<file path="config.mk">
export PLATFORM = sky130hd
export DESIGN_NAME = fwp_top
export DESIGN_NICKNAME = d
export VERILOG_FILES = /design/src/fwp_pkg.sv /design/src/fwp_top.sv /design/src/fwp_range_dec.sv
export SDC_FILE = /design/constraint.sdc
export NUM_CORES = 1
export LEC_CHECK = 0
export BUFFER_PORTS_ARGS = -buffer_cell sky130_fd_sc_hd__buf_2
export CAP_MARGIN = 20
export CORE_MARGIN = 2
export CORE_UTILIZATION = 25
export DETAILED_ROUTE_END_ITERATION = 8
export PLACE_DENSITY = 0.39
export SYNTH_ARGS = -nofsm -noshare
export SYNTH_HDL_FRONTEND = slang
export SYNTH_SLANG_ARGS = --single-unit
</file>
<file path="constraint.sdc">
create_clock -name mclk_i -period 11.6 [get_ports mclk_i]
set_clock_uncertainty 0.05 [all_clocks]
set_input_delay 1.16 -clock mclk_i [delete_from_list [all_inputs] [get_ports mclk_i]]
set_output_delay 1.16 -clock mclk_i [all_outputs]
set_load 0.005 [all_outputs]
</file>
<file path="src/fwp_pkg.sv">
// Constants and types shared by the flash write-protection logic
package fwp_pkg;

	// ********************************
	// Array and range decoding
	// ********************************
	localparam int          ADDR_W         = 24;
	localparam logic [23:0] ADDR_ZERO      = 24'h000000;
	localparam logic [23:0] ADDR_MAX       = 24'hffffff;
	localparam logic [23:0] ADDR_ONE       = 24'h000001;
	localparam logic [4:0]  FRAC_SH_BASE   = 5'h11;
	localparam logic [4:0]  SMALL_SH_BASE  = 5'h0b;
	localparam logic [2:0]  SMALL_CODE_MAX = 3'h4;
	localparam logic [2:0]  BP_NONE        = 3'h0;
	localparam logic [2:0]  BP_ALL         = 3'h7;

	// ********************************
	// Operation extents
	// ********************************
	localparam logic [23:0] PAGE_MASK   = 24'h0000ff;
	localparam logic [23:0] SECTOR_MASK = 24'h000fff;
	localparam logic [23:0] BLK32_MASK  = 24'h007fff;
	localparam logic [23:0] BLK64_MASK  = 24'h00ffff;

	// ********************************
	// Command codes
	// ********************************
	localparam logic [7:0] CMD_WREN  = 8'h06;
	localparam logic [7:0] CMD_WRDI  = 8'h04;
	localparam logic [7:0] CMD_WRSR1 = 8'h01;
	localparam logic [7:0] CMD_WRSR2 = 8'h31;
	localparam logic [7:0] CMD_WRSR3 = 8'h11;
	localparam logic [7:0] CMD_PP    = 8'h02;
	localparam logic [7:0] CMD_QPP   = 8'h32;
	localparam logic [7:0] CMD_FPP   = 8'hf2;
	localparam logic [7:0] CMD_SE    = 8'h20;
	localparam logic [7:0] CMD_BE32  = 8'h52;
	localparam logic [7:0] CMD_BE64  = 8'hd8;
	localparam logic [7:0] CMD_CE1   = 8'hc7;
	localparam logic [7:0] CMD_CE2   = 8'h60;
	localparam logic [7:0] CMD_DPD   = 8'hb9;
	localparam logic [7:0] CMD_RDPD  = 8'hab;
	localparam logic [7:0] CMD_RSTEN = 8'h66;
	localparam logic [7:0] CMD_RST   = 8'h99;

	// ********************************
	// Serial framing
	// ********************************
	localparam logic [2:0] BIT_ZERO     = 3'h0;
	localparam logic [2:0] BIT_LAST     = 3'h7;
	localparam logic [2:0] BYTE_ONE     = 3'h1;
	localparam logic [2:0] BYTES_WRSR   = 3'h2;
	localparam logic [2:0] BYTES_ADDR   = 3'h4;
	localparam logic [2:0] BYTES_PP     = 3'h5;

	// ********************************
	// Status bit fields
	// ********************************
	localparam int B1_STATUS_LOCK_MODE_LO = 7;
	localparam int B1_BP_HI = 6;
	localparam int B1_BP_LO = 2;
	localparam int B2_STATUS_LOCK_MODE_HI = 0;
	localparam int B2_CMP  = 6;
	localparam int B3_DRV_HI = 6;
	localparam int B3_DRV_LO = 5;
	localparam int ST_BP_HI = 6;
	localparam int ST_BP_LO = 2;
	localparam int ST_STATUS_LOCK_MODE_LO  = 7;
	localparam int ST_STATUS_LOCK_MODE_HI  = 8;
	localparam int ST_CMP   = 14;
	localparam int ST_DRV_HI = 22;
	localparam int ST_DRV_LO = 21;
	localparam logic [1:0] SRP_SW   = 2'h0;
	localparam logic [1:0] SRP_HW   = 2'h1;
	localparam logic [1:0] SRP_BAD  = 2'h3;
	localparam logic [1:0] DRV_FULL = 2'h0;
	localparam logic [4:0] BP_RESET = 5'h00;

	// ********************************
	// Register map
	// ********************************
	localparam logic [7:0] REG_STATUS   = 8'h00;
	localparam logic [7:0] REG_NV_IMAGE = 8'h04;
	localparam logic [7:0] REG_PROT_LO  = 8'h08;
	localparam logic [7:0] REG_PROT_HI  = 8'h0c;
	localparam logic [7:0] REG_LAST_OP  = 8'h10;

	typedef enum logic [2:0] {
		FWP_OP_PROG,
		FWP_OP_SECTOR,
		FWP_OP_BLK32,
		FWP_OP_BLK64,
		FWP_OP_CHIP
	} fwp_op_e;

endpackage

</file>
<file path="src/fwp_top.sv">
// Flash write protection: command gating, status protection and latch
//
// Behaviour
// RULE_01: Complement bit at S14, resets to zero.
// RULE_02: Two-bit drive field sets output strength.
// RULE_03: Mode 00 allows status write with latch.
// RULE_04: Mode 01 with pin low locks status.
// RULE_05: Mode 01 with pin high allows write.
// RULE_06: Mode 10 locks until power cycle.
// RULE_07: Mode 11 writes are rejected, mode kept.
// RULE_08: Deep power-down ignores all but release.
// RULE_09: Write-enable command sets the latch.
// RULE_10: Listed commands and power-up clear latch.
// RULE_11: Low codes protect top fractions of array.
// RULE_12: Upper bits 01 protect bottom fractions.
// RULE_13: Code 000 none, 111 whole array.
// RULE_14: Upper bits 10 protect small top blocks.
// RULE_15: Upper bits 11 protect small bottom blocks.
// RULE_16: Complement bit inverts the protected region.
// RULE_17: Protected region stays readable.
// RULE_18: Compare full address and extent first.
// RULE_19: No program or erase inside protection.
// RULE_20: Clear latch refuses writes, programs, erases.
// RULE_21: Chip erase only with empty protection.
// RULE_22: Mode bits at S8, S7; protect at S6-S2.
//
// Our own choices: the register addresses and the address-and-strobe port.
module fwp_top
	import fwp_pkg::*;
(
	// Clock and reset
	input  wire logic        mclk_i,
	input  wire logic        reset_i,
	// Serial link pins
	input  wire logic        spi_cs_n_i,
	input  wire logic        spi_sck_i,
	input  wire logic        spi_si_i,
	input  wire logic        wp_n_i,
	// Register port
	input  wire logic [7:0]  reg_addr_i,
	input  wire logic [31:0] reg_wdata_i,
	input  wire logic        reg_wr_i,
	input  wire logic        reg_rd_i,
	output logic      [31:0] reg_rdata_o,
	// Device state
	output logic             write_enable_latch_o,
	output logic             deep_power_down_o,
	output logic      [1:0]  drive_strength_o,
	// Program and erase launch
	output logic             op_start_o,
	output fwp_op_e          op_kind_o,
	output logic      [23:0] op_addr_o,
	output logic             op_reject_o
);

	// ********************************
	// Pin synchronisers
	// ********************************
	logic [2:0] sck_sync_reg;
	logic [2:0] cs_sync_reg;
	logic [1:0] si_sync_reg;
	logic [1:0] wp_sync_reg;

	always_ff @(posedge mclk_i or posedge reset_i) begin
		if (reset_i) begin
			sck_sync_reg <= 3'h0;
			cs_sync_reg  <= 3'h7;
			si_sync_reg  <= 2'h0;
			wp_sync_reg  <= 2'h0;
		end else begin
			sck_sync_reg <= {sck_sync_reg[1:0], spi_sck_i};
			cs_sync_reg  <= {cs_sync_reg[1:0], spi_cs_n_i};
			si_sync_reg  <= {si_sync_reg[0], spi_si_i};
			wp_sync_reg  <= {wp_sync_reg[0], wp_n_i};
		end
	end

	// Edges are taken between the second and third stages only
	wire sck_rise_w = sck_sync_reg[1] & ~sck_sync_reg[2];
	wire cs_rise_w  = cs_sync_reg[1] & ~cs_sync_reg[2];
	wire cs_fall_w  = ~cs_sync_reg[1] & cs_sync_reg[2];
	wire selected_w = ~cs_sync_reg[1];
	wire wp_high_w  = wp_sync_reg[1];

	// ********************************
	// Command shifter
	// ********************************
	logic [7:0]  shift_reg;
	logic [2:0]  bit_cnt_reg;
	logic [2:0]  byte_cnt_reg;
	logic [7:0]  cmd_reg;
	logic [23:0] addr_reg;
	logic [7:0]  data_reg;

	wire       shift_en_w  = sck_rise_w & selected_w;
	wire [7:0] shift_next  = {shift_reg[6:0], si_sync_reg[1]};
	wire       byte_end_w  = shift_en_w & (bit_cnt_reg == BIT_LAST);
	wire       byte_sat_w  = byte_cnt_reg == BYTES_PP;
	wire [2:0] byte_cnt_next = byte_sat_w ? byte_cnt_reg : (byte_cnt_reg + BYTE_ONE);
	wire       addr_byte_w = (byte_cnt_reg != BIT_ZERO) & (byte_cnt_reg < BYTES_ADDR);

	always_ff @(posedge mclk_i or posedge reset_i) begin
		if (reset_i) begin
			shift_reg    <= 8'h00;
			bit_cnt_reg  <= 3'h0;
			byte_cnt_reg <= 3'h0;
		end else if (cs_fall_w) begin
			bit_cnt_reg  <= BIT_ZERO;
			byte_cnt_reg <= BIT_ZERO;
		end else if (shift_en_w) begin
			shift_reg   <= shift_next;
			bit_cnt_reg <= bit_cnt_reg + BYTE_ONE;
			if (byte_end_w) begin
				byte_cnt_reg <= byte_cnt_next;
			end
		end
	end

	always_ff @(posedge mclk_i or posedge reset_i) begin
		if (reset_i) begin
			cmd_reg  <= 8'h00;
			addr_reg <= 24'h000000;
			data_reg <= 8'h00;
		end else if (byte_end_w) begin
			if (byte_cnt_reg == BIT_ZERO) begin
				cmd_reg <= shift_next;
			end
			if (byte_cnt_reg == BYTE_ONE) begin
				data_reg <= shift_next;
			end
			if (addr_byte_w) begin
				addr_reg <= {addr_reg[15:0], shift_next};
			end
		end
	end

	// ********************************
	// Command decode
	// ********************************
	logic       wel_reg;
	logic       dpd_reg;
	logic       rst_en_reg;
	logic [4:0] bp_reg;
	logic       status_lock_mode_lo_reg;
	logic       status_lock_mode_hi_reg;
	logic       cmp_reg;
	logic [1:0] drv_reg;

	// A command counts only if select rises on a byte boundary
	wire cmd_done_w = cs_rise_w & (bit_cnt_reg == BIT_ZERO) & (byte_cnt_reg != BIT_ZERO);
	wire gated_w    = dpd_reg & (cmd_reg != CMD_RDPD); // RULE_08
	wire act_w      = cmd_done_w & ~gated_w; // RULE_08

	wire is_wren_w  = cmd_reg == CMD_WREN;
	wire is_wrdi_w  = cmd_reg == CMD_WRDI;
	wire is_wrsr1_w = cmd_reg == CMD_WRSR1;
	wire is_wrsr2_w = cmd_reg == CMD_WRSR2;
	wire is_wrsr3_w = cmd_reg == CMD_WRSR3;
	wire is_wrsr_w  = is_wrsr1_w | is_wrsr2_w | is_wrsr3_w;
	wire is_pp_w    = (cmd_reg == CMD_PP) | (cmd_reg == CMD_QPP) | (cmd_reg == CMD_FPP);
	wire is_se_w    = cmd_reg == CMD_SE;
	wire is_be32_w  = cmd_reg == CMD_BE32;
	wire is_be64_w  = cmd_reg == CMD_BE64;
	wire is_ce_w    = (cmd_reg == CMD_CE1) | (cmd_reg == CMD_CE2);
	wire is_dpd_w   = cmd_reg == CMD_DPD;
	wire is_rdpd_w  = cmd_reg == CMD_RDPD;
	wire is_rsten_w = cmd_reg == CMD_RSTEN;
	wire soft_rst_w = (cmd_reg == CMD_RST) & rst_en_reg;
	// Only program and erase are gated; reads never look at the range
	wire is_mod_w   = is_pp_w | is_se_w | is_be32_w | is_be64_w; // RULE_17

	// ********************************
	// Status register protection
	// ********************************
	wire [1:0] srp_w        = {status_lock_mode_hi_reg, status_lock_mode_lo_reg};
	wire       sr_unlock_w  = (srp_w == SRP_SW) | ((srp_w == SRP_HW) & wp_high_w); // RULE_03 RULE_04 RULE_05 RULE_06
	wire [1:0] srp_new_w    = is_wrsr1_w ? {status_lock_mode_hi_reg, data_reg[B1_STATUS_LOCK_MODE_LO]}
	                        : is_wrsr2_w ? {data_reg[B2_STATUS_LOCK_MODE_HI], status_lock_mode_lo_reg} : srp_w;
	wire       srp_bad_w    = srp_new_w == SRP_BAD; // RULE_07
	wire       wrsr_len_w   = byte_cnt_reg == BYTES_WRSR;
	wire       wrsr_ok_w    = is_wrsr_w & wrsr_len_w & wel_reg & sr_unlock_w & ~srp_bad_w; // RULE_20

	// ********************************
	// Array protection
	// ********************************
	logic        prot_en_w;
	logic [23:0] prot_lo_w;
	logic [23:0] prot_hi_w;

	fwp_range_dec u_range_dec (
		.protect_complement_i (cmp_reg),
		.block_protect_i      (bp_reg),
		.prot_en_o            (prot_en_w),
		.prot_lo_o            (prot_lo_w),
		.prot_hi_o            (prot_hi_w)
	);

	// Whole page is checked since programming wraps inside it
	wire [23:0] op_mask_w = is_pp_w ? PAGE_MASK : is_se_w ? SECTOR_MASK
	                      : is_be32_w ? BLK32_MASK : BLK64_MASK;
	wire [23:0] op_lo_w   = addr_reg & ~op_mask_w; // RULE_18
	wire [23:0] op_hi_w   = addr_reg | op_mask_w; // RULE_18
	wire        overlap_w = prot_en_w & ~((op_hi_w < prot_lo_w) | (op_lo_w > prot_hi_w)); // RULE_19
	wire        mod_len_w = is_pp_w ? (byte_cnt_reg == BYTES_PP) : (byte_cnt_reg == BYTES_ADDR);
	wire        mod_ok_w  = is_mod_w & mod_len_w & wel_reg & ~overlap_w; // RULE_19 RULE_20
	wire        ce_free_w = ((bp_reg[2:0] == BP_NONE) & ~cmp_reg) | ((bp_reg[2:0] == BP_ALL) & cmp_reg);
	wire        ce_ok_w   = is_ce_w & (byte_cnt_reg == BYTE_ONE) & wel_reg & ce_free_w; // RULE_21
	wire        exec_ok_w = mod_ok_w | ce_ok_w;
	wire        writer_w  = is_wrsr_w | is_mod_w | is_ce_w;
	wire        reject_w  = act_w & writer_w & ~(wrsr_ok_w | exec_ok_w);
	wire fwp_op_e kind_w  = is_ce_w ? FWP_OP_CHIP : is_pp_w ? FWP_OP_PROG
	                      : is_se_w ? FWP_OP_SECTOR : is_be32_w ? FWP_OP_BLK32 : FWP_OP_BLK64;

	// ********************************
	// Latch and power state
	// ********************************
	wire wel_clr_w = act_w & (is_wrdi_w | wrsr_ok_w | exec_ok_w | soft_rst_w); // RULE_10

	always_ff @(posedge mclk_i or posedge reset_i) begin
		if (reset_i) begin
			wel_reg    <= 1'b0; // RULE_10
			dpd_reg    <= 1'b0;
			rst_en_reg <= 1'b0;
		end else if (act_w) begin
			wel_reg    <= is_wren_w | (wel_reg & ~wel_clr_w); // RULE_09 RULE_10
			dpd_reg    <= is_dpd_w | (dpd_reg & ~is_rdpd_w); // RULE_08
			rst_en_reg <= is_rsten_w;
		end
	end

	// ********************************
	// Protection bits
	// ********************************
	// Factory image loaded from the register port; a mode of 11 is refused
	wire       nv_wr_w    = reg_wr_i & (reg_addr_i == REG_NV_IMAGE);
	wire [1:0] nv_srp_w   = {reg_wdata_i[ST_STATUS_LOCK_MODE_HI], reg_wdata_i[ST_STATUS_LOCK_MODE_LO]};
	wire       nv_ok_w    = nv_wr_w & (nv_srp_w != SRP_BAD); // RULE_07
	wire       sr_wr1_w   = act_w & wrsr_ok_w & is_wrsr1_w;
	wire       sr_wr2_w   = act_w & wrsr_ok_w & is_wrsr2_w;
	wire       sr_wr3_w   = act_w & wrsr_ok_w & is_wrsr3_w;

	// Power-on always drops the lock-down mode back to software mode
	always_ff @(posedge mclk_i or posedge reset_i) begin
		if (reset_i) begin
			bp_reg   <= BP_RESET;
			status_lock_mode_lo_reg <= 1'b0; // RULE_06
			status_lock_mode_hi_reg <= 1'b0; // RULE_06
			cmp_reg  <= 1'b0; // RULE_01
			drv_reg  <= DRV_FULL; // RULE_02
		end else if (nv_ok_w) begin
			bp_reg   <= reg_wdata_i[ST_BP_HI:ST_BP_LO];
			status_lock_mode_lo_reg <= reg_wdata_i[ST_STATUS_LOCK_MODE_LO];
			status_lock_mode_hi_reg <= reg_wdata_i[ST_STATUS_LOCK_MODE_HI];
			cmp_reg  <= reg_wdata_i[ST_CMP];
			drv_reg  <= reg_wdata_i[ST_DRV_HI:ST_DRV_LO];
		end else if (sr_wr1_w) begin
			bp_reg   <= data_reg[B1_BP_HI:B1_BP_LO]; // RULE_22
			status_lock_mode_lo_reg <= data_reg[B1_STATUS_LOCK_MODE_LO]; // RULE_22
		end else if (sr_wr2_w) begin
			status_lock_mode_hi_reg <= data_reg[B2_STATUS_LOCK_MODE_HI]; // RULE_22
			cmp_reg  <= data_reg[B2_CMP]; // RULE_01
		end else if (sr_wr3_w) begin
			drv_reg  <= data_reg[B3_DRV_HI:B3_DRV_LO]; // RULE_02
		end
	end

	// ********************************
	// Launch outputs
	// ********************************
	logic    op_start_reg;
	logic    op_reject_reg;
	fwp_op_e op_kind_reg;
	logic [23:0] op_addr_reg;
	logic [7:0]  last_cmd_reg;
	logic        last_acc_reg;

	always_ff @(posedge mclk_i or posedge reset_i) begin
		if (reset_i) begin
			op_start_reg  <= 1'b0;
			op_reject_reg <= 1'b0;
			op_kind_reg   <= FWP_OP_PROG;
			op_addr_reg   <= 24'h000000;
		end else begin
			op_start_reg  <= act_w & exec_ok_w; // RULE_19 RULE_21
			op_reject_reg <= reject_w;
			if (act_w & exec_ok_w) begin
				op_kind_reg <= kind_w;
				op_addr_reg <= is_ce_w ? ADDR_ZERO : addr_reg;
			end
		end
	end

	always_ff @(posedge mclk_i or posedge reset_i) begin
		if (reset_i) begin
			last_cmd_reg <= 8'h00;
			last_acc_reg <= 1'b0;
		end else if (act_w) begin
			last_cmd_reg <= cmd_reg;
			last_acc_reg <= ~reject_w;
		end
	end

	// ********************************
	// Register read port
	// ********************************
	wire [23:0] status_w = {1'b0, drv_reg, 6'h00, cmp_reg, 5'h00, status_lock_mode_hi_reg,
	                        status_lock_mode_lo_reg, bp_reg, wel_reg, 1'b0};
	wire [31:0] rd_mux_w = (reg_addr_i == REG_STATUS)   ? {8'h00, status_w}
	                     : (reg_addr_i == REG_NV_IMAGE) ? {8'h00, status_w}
	                     : (reg_addr_i == REG_PROT_LO)  ? {7'h00, prot_en_w, prot_lo_w}
	                     : (reg_addr_i == REG_PROT_HI)  ? {7'h00, prot_en_w, prot_hi_w}
	                     : (reg_addr_i == REG_LAST_OP)  ? {21'h000000, dpd_reg, op_reject_reg,
	                                                       last_acc_reg, last_cmd_reg}
	                     : 32'h00000000;
	logic [31:0] rdata_reg;

	always_ff @(posedge mclk_i or posedge reset_i) begin
		if (reset_i) begin
			rdata_reg <= 32'h00000000;
		end else begin
			rdata_reg <= reg_rd_i ? rd_mux_w : 32'h00000000;
		end
	end

	assign reg_rdata_o          = rdata_reg;
	assign write_enable_latch_o = wel_reg;
	assign deep_power_down_o    = dpd_reg;
	assign drive_strength_o     = drv_reg; // RULE_02
	assign op_start_o           = op_start_reg;
	assign op_kind_o            = op_kind_reg;
	assign op_addr_o            = op_addr_reg;
	assign op_reject_o          = op_reject_reg;

endmodule

</file>
<file path="src/fwp_range_dec.sv">
// Protected address range decoder for the block-protect field
module fwp_range_dec
	import fwp_pkg::*;
(
	// Protection fields
	input  wire logic       protect_complement_i,
	input  wire logic [4:0] block_protect_i,
	// Decoded range
	output logic            prot_en_o,
	output logic [23:0]     prot_lo_o,
	output logic [23:0]     prot_hi_o
);

	// ********************************
	// Base region with complement clear
	// ********************************
	wire [2:0]  code_w       = block_protect_i[2:0];
	wire        small_w      = block_protect_i[4];
	wire        bottom_w     = block_protect_i[3];
	wire        none_code_w  = code_w == BP_NONE;
	wire        all_code_w   = code_w == BP_ALL;
	// Codes five and six give the 32 kB step; code seven still covers the whole array
	wire [2:0]  small_code_w = (code_w > SMALL_CODE_MAX) ? SMALL_CODE_MAX : code_w;
	wire [4:0]  shift_w      = small_w ? (SMALL_SH_BASE + {2'h0, small_code_w})
	                                   : (FRAC_SH_BASE + {2'h0, code_w});
	wire [23:0] size_w       = ADDR_ONE << shift_w;
	wire [23:0] span_w       = size_w - ADDR_ONE;
	wire [23:0] base_lo_w    = (all_code_w | bottom_w) ? ADDR_ZERO : (ADDR_MAX - span_w); // RULE_11 RULE_14
	wire [23:0] base_hi_w    = (all_code_w | ~bottom_w) ? ADDR_MAX : span_w; // RULE_12 RULE_15

	// ********************************
	// Complement selects the other side
	// ********************************
	assign prot_en_o = protect_complement_i ? ~all_code_w : ~none_code_w; // RULE_13 RULE_16
	assign prot_lo_o = ~protect_complement_i ? base_lo_w
	                 : (none_code_w | ~bottom_w) ? ADDR_ZERO : (span_w + ADDR_ONE); // RULE_16
	assign prot_hi_o = ~protect_complement_i ? base_hi_w
	                 : (none_code_w | bottom_w) ? ADDR_MAX : (base_lo_w - ADDR_ONE); // RULE_16

endmodule

</file>
==> results.cfg, run 1 <==
[routing]
wl_per_cell_um = 20.3
totalWireLength_um = 29600
drc = 0
viasPerCell = 5.12
first_iter_violations = 509
vias = 7455
ant_nets = 0
drt_pass1_iterations = 7

[die]
placementRows = 68
core_area_um2 = 34500
start_util_pct = 25.4
die_w_um = 191
die_area_um2 = 36600
die_y_um = 191
io_pins = 113

[yosys]
synth_area_um2 = 8780
synth_cells = 925
synth_top_area_share_pct = 38.5
synth_seq_area_share_pct = 39.4
synth-seq-cells = 138
synth_common_cells = dfrtp_1, nand2_1, a21oi_1, nor2_1, mux2_2
synth_most_common_cell = dfrtp_1
syn_area_per_cell_um2 = 9.49
synthArstFlopShare_pct = 100
yosysTopAreaCell = dfrtp_1
yosys_most_used_dff = dfrtp_1
synth_edf_count = 0
synth_top_family_by_area = compound AO/OA/AOI/OAI gates
yosysUniqueCellTypes = 91
synth-xor-area-share_pct = 1.30
synth-compound-area-share_pct = 22.6
yosys.area_share.adder_pct = 6.41
synthSimpleGateAreaFrac_pct = 17.8
synth-warning-count = 0
synth_area_leaders = dfrtp_1, ha_1, mux2_2
synth_mux_area_share_pct = 8.26

[setup_path]
slowest_stage = a211o_1
cp-end-kind = register
critical-path-top-delay-family = compound AO/OA/AOI/OAI gates
r2r_end = op_kind_o[2]$_DFFE_PP0P_
worstPathMaxFanout = 28
path_class = register to register
cp-start-kind = register
crit_arrival_ns = 8.95
critPathMaxStageDelay_ns = 0.85
rr_startpoint = bp_reg[1]$_DFFE_PP0P_
cp_data_required_time_ns = 11.88
cp_num_buf_inv = 3
rrSetupSlack_ns = 2.92
crit_start = bp_reg[1]$_DFFE_PP0P_
reg2reg_depth = 29

[clock_tree]
cts_resized = 0
hold_buffers = 0
cts_max_level = 4
clkTransAtPathRegs_ns = 0.07
clock_sinks = 138
cts_tree = done
max-clock-path-buffers = 2
cts_inserted_buffers = 17
cts_setup_buffers = 0
cts_root_buf = clkbuf_16
clock_latency_ns = 0.44

[min_path]
whs_path_depth = 0
worstHoldStart = sck_sync_reg[0]$_DFF_PP0_
hold_end = sck_sync_reg[1]$_DFF_PP0_
hp-class = register to register

[timing]
period_minus_slack_ns = 8.68
slew_viol_final = 0
fin_tns_setup_ns = 0
setup_viol = 0
final_hold_viol_count = 0
rsz0062_at_grt = false
timing.slew.headroom_pct = 29.7
timing.hold.ws_ns = 0.298
worstMarginPinSlew_ns = 1.05
fmax_mhz = 115
period_share_pct = 74.8

[pwr]
seq_power_share_pct = 40.0
switching_power_mw = 0.374
p_clk_share_pct = 45.6
power_switching_share_pct = 29.4
p_leak_nw = 4.88
combPwrFrac_pct = 14.4
internal-power_mw = 0.898
powerDensity_nw_per_um2 = 124
ir_drop_mv = 0.0942

[placement]
portBuffers = 83
place_area_um2 = 9620
dp_hpwl_um = 22200
place.gp.congestion = 0.853

[global_routing]
grt_max_degree = 75
grt.total_usage_pct = 16.7
grt_antenna_before_repair = 0
grt_pass1_vias = 7425
grt_first_pass_wirelength_um = 45900
grt_overflow = 0

[run]
cap_violations = 0

[status]
status = completed

[layout]
largest_reg_flops = 25
area_growth_pct = 16.7
n_antenna_cell = 0
drive_gt1_share_pct = 20.7
finish.instance_area_um2 = 10200
nNetsFinal = 1083
[placed cells by master, fill, tap and decap left out, types with 9 or more instances in the layout]
cell type and instances:
nor2_1 57, nor2b_1 9, a22o_1 31, buf_2 83, ha_1 45, inv_1 20, mux2_2 48, o21ai_0 36
nor3_1 22, o21a_1 9, xnor2_1 9, a211oi_1 15, a31oi_1 9, buf_4 14, nand3_1 16, clkbuf_16 17
mux2i_1 17, and3_1 9, and2_1 17, nand4_1 11, dfrtp_1 135, nand2b_1 20, a21oi_1 64, nand2_1 94
a21o_1 23
[final cells by class]
cell class	count	area [um2]
multi-input combinational	714	5000
inverter	21	83.8
clock buffer	17	425
fill	3747	24300
tap	455	569
clock inverter	14	184
sequential	138	3460
timing repair buffer	98	528
[power by group through the flow]
stage / sequential, mW / combinational, mW / clock, mW
after floorplan: 0.508 / 0.135 / 0
after global placement: 0.519 / 0.183 / 0
after detailed placement: 0.519 / 0.183 / 0
after CTS: 0.510 / 0.184 / 0.597
after global routing: 0.511 / 0.205 / 0.615
final: 0.509 / 0.184 / 0.580
[worst max-delay path by stage]
| stage | endpoint | slack [ns] | cells past startpoint |
|---|---|---|---|
| after floorplan | op_kind_o[2]$_DFFE_PP0P_ | 4.85 | 33 |
| after global placement | op_kind_o[2]$_DFFE_PP0P_ | 2.93 | 29 |
| final | op_kind_o[2]$_DFFE_PP0P_ | 2.92 | 29 |
| after CTS | op_kind_o[2]$_DFFE_PP0P_ | 2.90 | 29 |
| after detailed placement | op_kind_o[2]$_DFFE_PP0P_ | 2.97 | 29 |
| after global routing | op_kind_o[2]$_DFFE_PP0P_ | 2.31 | 29 |
[per-layer routing]
layer | vias to the layer above | global-route usage, % | wire length [um]
met5 | - | 0 | 0
met3 | 25 | 2.97 | 1160
met2 | 158 | 27.1 | 14200
met4 | 0 | 4.91 | 538
li1 | 3562 | - | -
met1 | 3710 | 22.5 | 13700
[cell families (layout without fill, tap and decap cells)]
group                    count (synthesis)  after routing
AO/OA/AOI/OAI                          278            278
buffers and inverters                   79            150
AND/OR/NAND/NOR                        304            304
XOR/XNOR                                13             13
adder cells (fa/ha/maj)                 45             45
multiplexers                            66             66
other                                    2              8
flip-flops                             138            138
[stage by stage]
stage	cells	setup slack, ns	util [%]	total power, mW
5_1_grt	1457	2.31	29.7	1.33
4_1_cts	1455	2.90	29.6	1.29
2_1_floorplan	931	4.85	-	0.643
3_3_place_gp	1424	2.93	27.8	0.702
6_report	1457	2.92	29.7	1.27
3_5_place_dp	1424	2.97	27.8	0.701
No activity file was read; power rests on OpenSTA's default activity.
==> inputs of run 2 (changes only) <==
Clock period 11.6 ns to 8.3 ns, I/O delays scaled along.
==> run 2 against run 1 <==
Compared with the run above: die area unchanged; critical path depth up 2; via count grew 0.36%; design area increased by 0.11%; clock power increased by 29%; maximum frequency grew 16%; first-iteration DRC count shrank 29%; sequential share of layout area about the same; cell count up 0.48%; power is 35% higher; largest cell class unchanged.
==> results.cfg, run 2 (synthesis results as in run 1) <==
[status]
status = completed

[timing]
final_hold_viol_count = 0
fin_ws_ns = 0.846
fin_tns_setup_ns = 0
slew_viol_final = 0
setup_viol = 0
worstMarginPinSlew_ns = 1.12
rsz0062_at_grt = false
fmax_mhz = 134
timing.slew.headroom_pct = 25.0
period_share_pct = 89.8
period_minus_slack_ns = 7.45

[die]
die_area_um2 = 36600
io_pins = 113
core_area_um2 = 34500
start_util_pct = 25.4
die_w_um = 191
die_y_um = 191
placementRows = 68

[placement]
place_inst = 1431
place.gp.congestion = 0.854
dp_hpwl_um = 22200
place_area_um2 = 9670
dp_slack_ns = 0.897
portBuffers = 83

[setup_path]
critPathMaxStageDelay_ns = 0.42
crit_arrival_ns = 7.78
cp-start-kind = register
rr_startpoint = bp_reg[0]$_DFFE_PP0P_
crit_end = op_addr_o[18]$_DFFE_PP0P_
cp_num_cells = 31
crit_start = bp_reg[0]$_DFFE_PP0P_
rrSetupSlack_ns = 0.85
cp_data_required_time_ns = 8.62
cp-end-kind = register
cp_num_buf_inv = 5
critical-path-top-delay-family = compound AO/OA/AOI/OAI gates
worstPathMaxFanout = 27
reg2reg_depth = 31
slowest_stage = o2111a_1
r2r_end = op_addr_o[18]$_DFFE_PP0P_
path_class = register to register

[layout]
nNetsFinal = 1089
fin_util_pct = 29.7
finalNonFillerCells = 1464
final_cell_mix = dfrtp_1, nand2_1, buf_2
area_growth_pct = 16.8
drive_gt1_share_pct = 21.2
largest_reg_flops = 25
layout_commonest_cell = dfrtp_1
n_fill_cell = 3764
finish.instance_area_um2 = 10300
n_antenna_cell = 0

[routing]
ant_nets = 0
viasPerCell = 5.11
first_iter_violations = 361
totalWireLength_um = 29500
drc = 0
vias = 7482
wl_per_cell_um = 20.1
drt_pass1_iterations = 5

[clock_tree]
clock_sinks = 138
cts_max_level = 4
clkTransAtPathRegs_ns = 0.06
cts_root_buf = clkbuf_16
hold_buffers = 0
cts_setup_buffers = 0
max-clock-path-buffers = 2
cts_resized = 0
clock_latency_ns = 0.44
cts_inserted_buffers = 17
cts_tree = done

[run]
cap_violations = 0

[pwr]
powerDensity_nw_per_um2 = 168
ir_drop_mv = 0.126
p_leak_nw = 4.90

[global_routing]
grt.total_usage_pct = 16.6
grt_overflow = 0
grt_max_degree = 72
grt_pass1_vias = 7546
grt_first_pass_wirelength_um = 45700
grt_antenna_before_repair = 0

[min_path]
hp-class = register to register
[run 2: cell types whose count changed in the layout (fill, tap and decap cells not counted), sizes merged]
cell and change:
buf +7, clkinv +5, bufinv -2, inv -2
clkinvlp -1
[run 2: through the flow]
| step | hold slack [ns] | power (mW) |
|---|---|---|
| 3_3_place_gp | 0.283 | 0.981 |
| 6_report | 0.296 | 1.72 |
| 4_1_cts | 0.300 | 1.75 |
| 5_1_grt | 0.308 | 1.80 |
| 3_5_place_dp | 0.285 | 0.980 |
| 2_1_floorplan | 0.281 | 0.899 |
[run 2: report_power, final]
group	leakage [nW]	switching, mW	internal [mW]
registers	1.84	0.0210	0.688
clock network	0.275	0.325	0.426
logic	2.78	0.167	0.0908
total	4.90	0.514	1.20
[run 2: worst min-delay path by stage]
stage	from	to	slack [ns]	cells after the start
after floorplan	sck_sync_reg[0]$_DFF_PP0_	sck_sync_reg[1]$_DFF_PP0_	0.28	0
after global placement	sck_sync_reg[0]$_DFF_PP0_	sck_sync_reg[1]$_DFF_PP0_	0.28	0
after detailed placement	si_sync_reg[0]$_DFF_PP0_	si_sync_reg[1]$_DFF_PP0_	0.28	0
after CTS	si_sync_reg[0]$_DFF_PP0_	si_sync_reg[1]$_DFF_PP0_	0.30	0
after global routing	cs_sync_reg[0]$_DFF_PP1_	cs_sync_reg[1]$_DFF_PP1_	0.31	0
final	sck_sync_reg[0]$_DFF_PP0_	sck_sync_reg[1]$_DFF_PP0_	0.30	0
[run 2: routing by layer]
layer  up-vias  GRT usage, %  wire length (um)
met2       155          26.3             13800
met3        41          2.72               975
met4         0          6.45               883
met1      3703          22.4             13800
li1       3583             -                 -
met5         -             0                 0
[run 2: area by class of cell]
type / instances / area (um2) / area share (%)
multi-input combinational: 714 / 5000 / 48.7
sequential: 138 / 3460 / 33.7
timing repair buffer: 104 / 571 / 5.56
tap: 455 / 569 / 5.55
clock buffer: 18 / 439 / 4.28
clock inverter: 14 / 139 / 1.35
inverter: 21 / 83.8 / 0.817
==> inputs of run 3 (changes only) <==
Settings changed: CTS_BUF_LIST set to sky130_fd_sc_hd__clkbuf_8.
==> run 3 against run 2 <==
Compared with the run above: global-route usage is essentially flat; die area unchanged; wire length decreased by 0.11%; register-to-register slack better by 0.03 ns; cell count did not move; combinational power barely moved.
==> results.cfg, run 3 (synthesis results as in run 1) <==
[global_routing]
grt_max_degree = 72
grt.total_usage_pct = 16.6
grt_pass1_vias = 7535
grt_overflow = 0
grt_first_pass_wirelength_um = 45800
grt_antenna_before_repair = 0

[clock_tree]
clkTransAtPathRegs_ns = 0.09
clock_latency_ns = 0.48
cts_root_buf = clkbuf_8
cts_max_level = 4
cts_resized = 0
hold_buffers = 0
cts_inserted_buffers = 17
cts_tree = done
clock_sinks = 138
cts_setup_buffers = 0
max-clock-path-buffers = 2

[timing]
final_hold_viol_count = 0
setup_viol = 0
fin_tns_setup_ns = 0
rsz0062_at_grt = false
fmax_mhz = 135
period_minus_slack_ns = 7.42
timing.slew.headroom_pct = 25.8
period_share_pct = 89.4
slew_viol_final = 0
worstMarginPinSlew_ns = 1.11

[die]
die_y_um = 191
core_area_um2 = 34500
die_w_um = 191
start_util_pct = 25.4
placementRows = 68
io_pins = 113
die_area_um2 = 36600

[setup_path]
critPathMaxStageDelay_ns = 0.42
cp-end-kind = register
cp-start-kind = register
critical-path-top-delay-family = compound AO/OA/AOI/OAI gates
slowest_stage = o2111a_1
cp_data_required_time_ns = 8.66
cp_num_buf_inv = 5
crit_arrival_ns = 7.78
worstPathMaxFanout = 27
path_class = register to register

[layout]
area_growth_pct = 14.6
largest_reg_flops = 25
layout_commonest_cell = dfrtp_1
drive_gt1_share_pct = 21.2
fin_util_pct = 29.1
multi_input_area_um2 = 5000
seqCellArea_um2 = 3460
n_antenna_cell = 0
n_fill_cell = 3789
nNetsFinal = 1089
finalNonFillerCells = 1464
final_cell_mix = dfrtp_1, nand2_1, buf_2

[pwr]
ir_drop_mv = 0.122
p_leak_nw = 4.81
powerDensity_nw_per_um2 = 150

[routing]
vias = 7479
ant_nets = 0
viasPerCell = 5.11
drt_pass1_iterations = 5
totalWireLength_um = 29400
wl_per_cell_um = 20.1
drc = 0
first_iter_violations = 384

[placement]
place_inst = 1431
place.gp.congestion = 0.854
dp_hpwl_um = 22200
portBuffers = 83

[status]
status = completed

[min_path]
hp-class = register to register

[run]
cap_violations = 0
-- run 3: final timing paths --
check,from,endpoint,depth (start not counted),slack [ns]
max in group asynchronous,reset_i,op_addr_o[17]$_DFFE_PP0P_,3,6.45
min in group asynchronous,reset_i,reg_rdata_o[9]$_DFF_PP0_,2,0.40
setup / recovery,bp_reg[0]$_DFFE_PP0P_,op_addr_o[18]$_DFFE_PP0P_,31,0.88
hold reg to reg,sck_sync_reg[0]$_DFF_PP0_,sck_sync_reg[1]$_DFF_PP0_,0,0.30
setup reg to reg,bp_reg[0]$_DFFE_PP0P_,op_addr_o[18]$_DFFE_PP0P_,31,0.88
hold / removal,sck_sync_reg[0]$_DFF_PP0_,sck_sync_reg[1]$_DFF_PP0_,0,0.30
-- run 3: metal layers --
layer,wire length [um],share of wire [%],global-route usage (%)
met3,986,3.4,2.68
met2,13900,47,26.8
met5,0,0,0
met4,705,2.4,5.83
met1,13800,47,22.3
-- run 3: worst reg2reg max path: cells and delay by family, from the launching register on --
kind,cells,cell delay [ns]
AOI/OAI and AO/OA,12,2.45
adders and majority gates,5,1.46
and+or+nand+nor,7,1.34
buffers and inverters,5,0.98
DFF,1,0.39
muxes,1,0.37
xor gates and xnor gates,1,0.33
-- run 3: metrics by stage --
step,worst slack (ns),hold slack [ns],instance area (um2),total power [mW]
3_3_place_gp,0.881,0.283,9670,0.981
6_report,0.879,0.301,10100,1.51
2_1_floorplan,1.55,0.281,8800,0.899
3_5_place_dp,0.897,0.285,9670,0.980
4_1_cts,0.827,0.305,10100,1.54
5_1_grt,0.317,0.312,10100,1.60
-- run 3: final cells by class --
class                   count  area share, %
flip-flops and latches    138           34.4
multi-input cells         714           49.6
clock inverters            14           1.38
inverters                  21          0.833
repair buffers            104           5.67
well taps                 455           5.66
clock buffers              18           2.46
-- run 3: report_power, final --
| part | total (mW) | switching (mW) | internal (mW) |
|---|---|---|---|
| registers | 0.709 | 0.0216 | 0.687 |
| clock network | 0.548 | 0.297 | 0.250 |
| logic | 0.258 | 0.167 | 0.0908 |
| total | 1.51 | 0.486 | 1.03 |
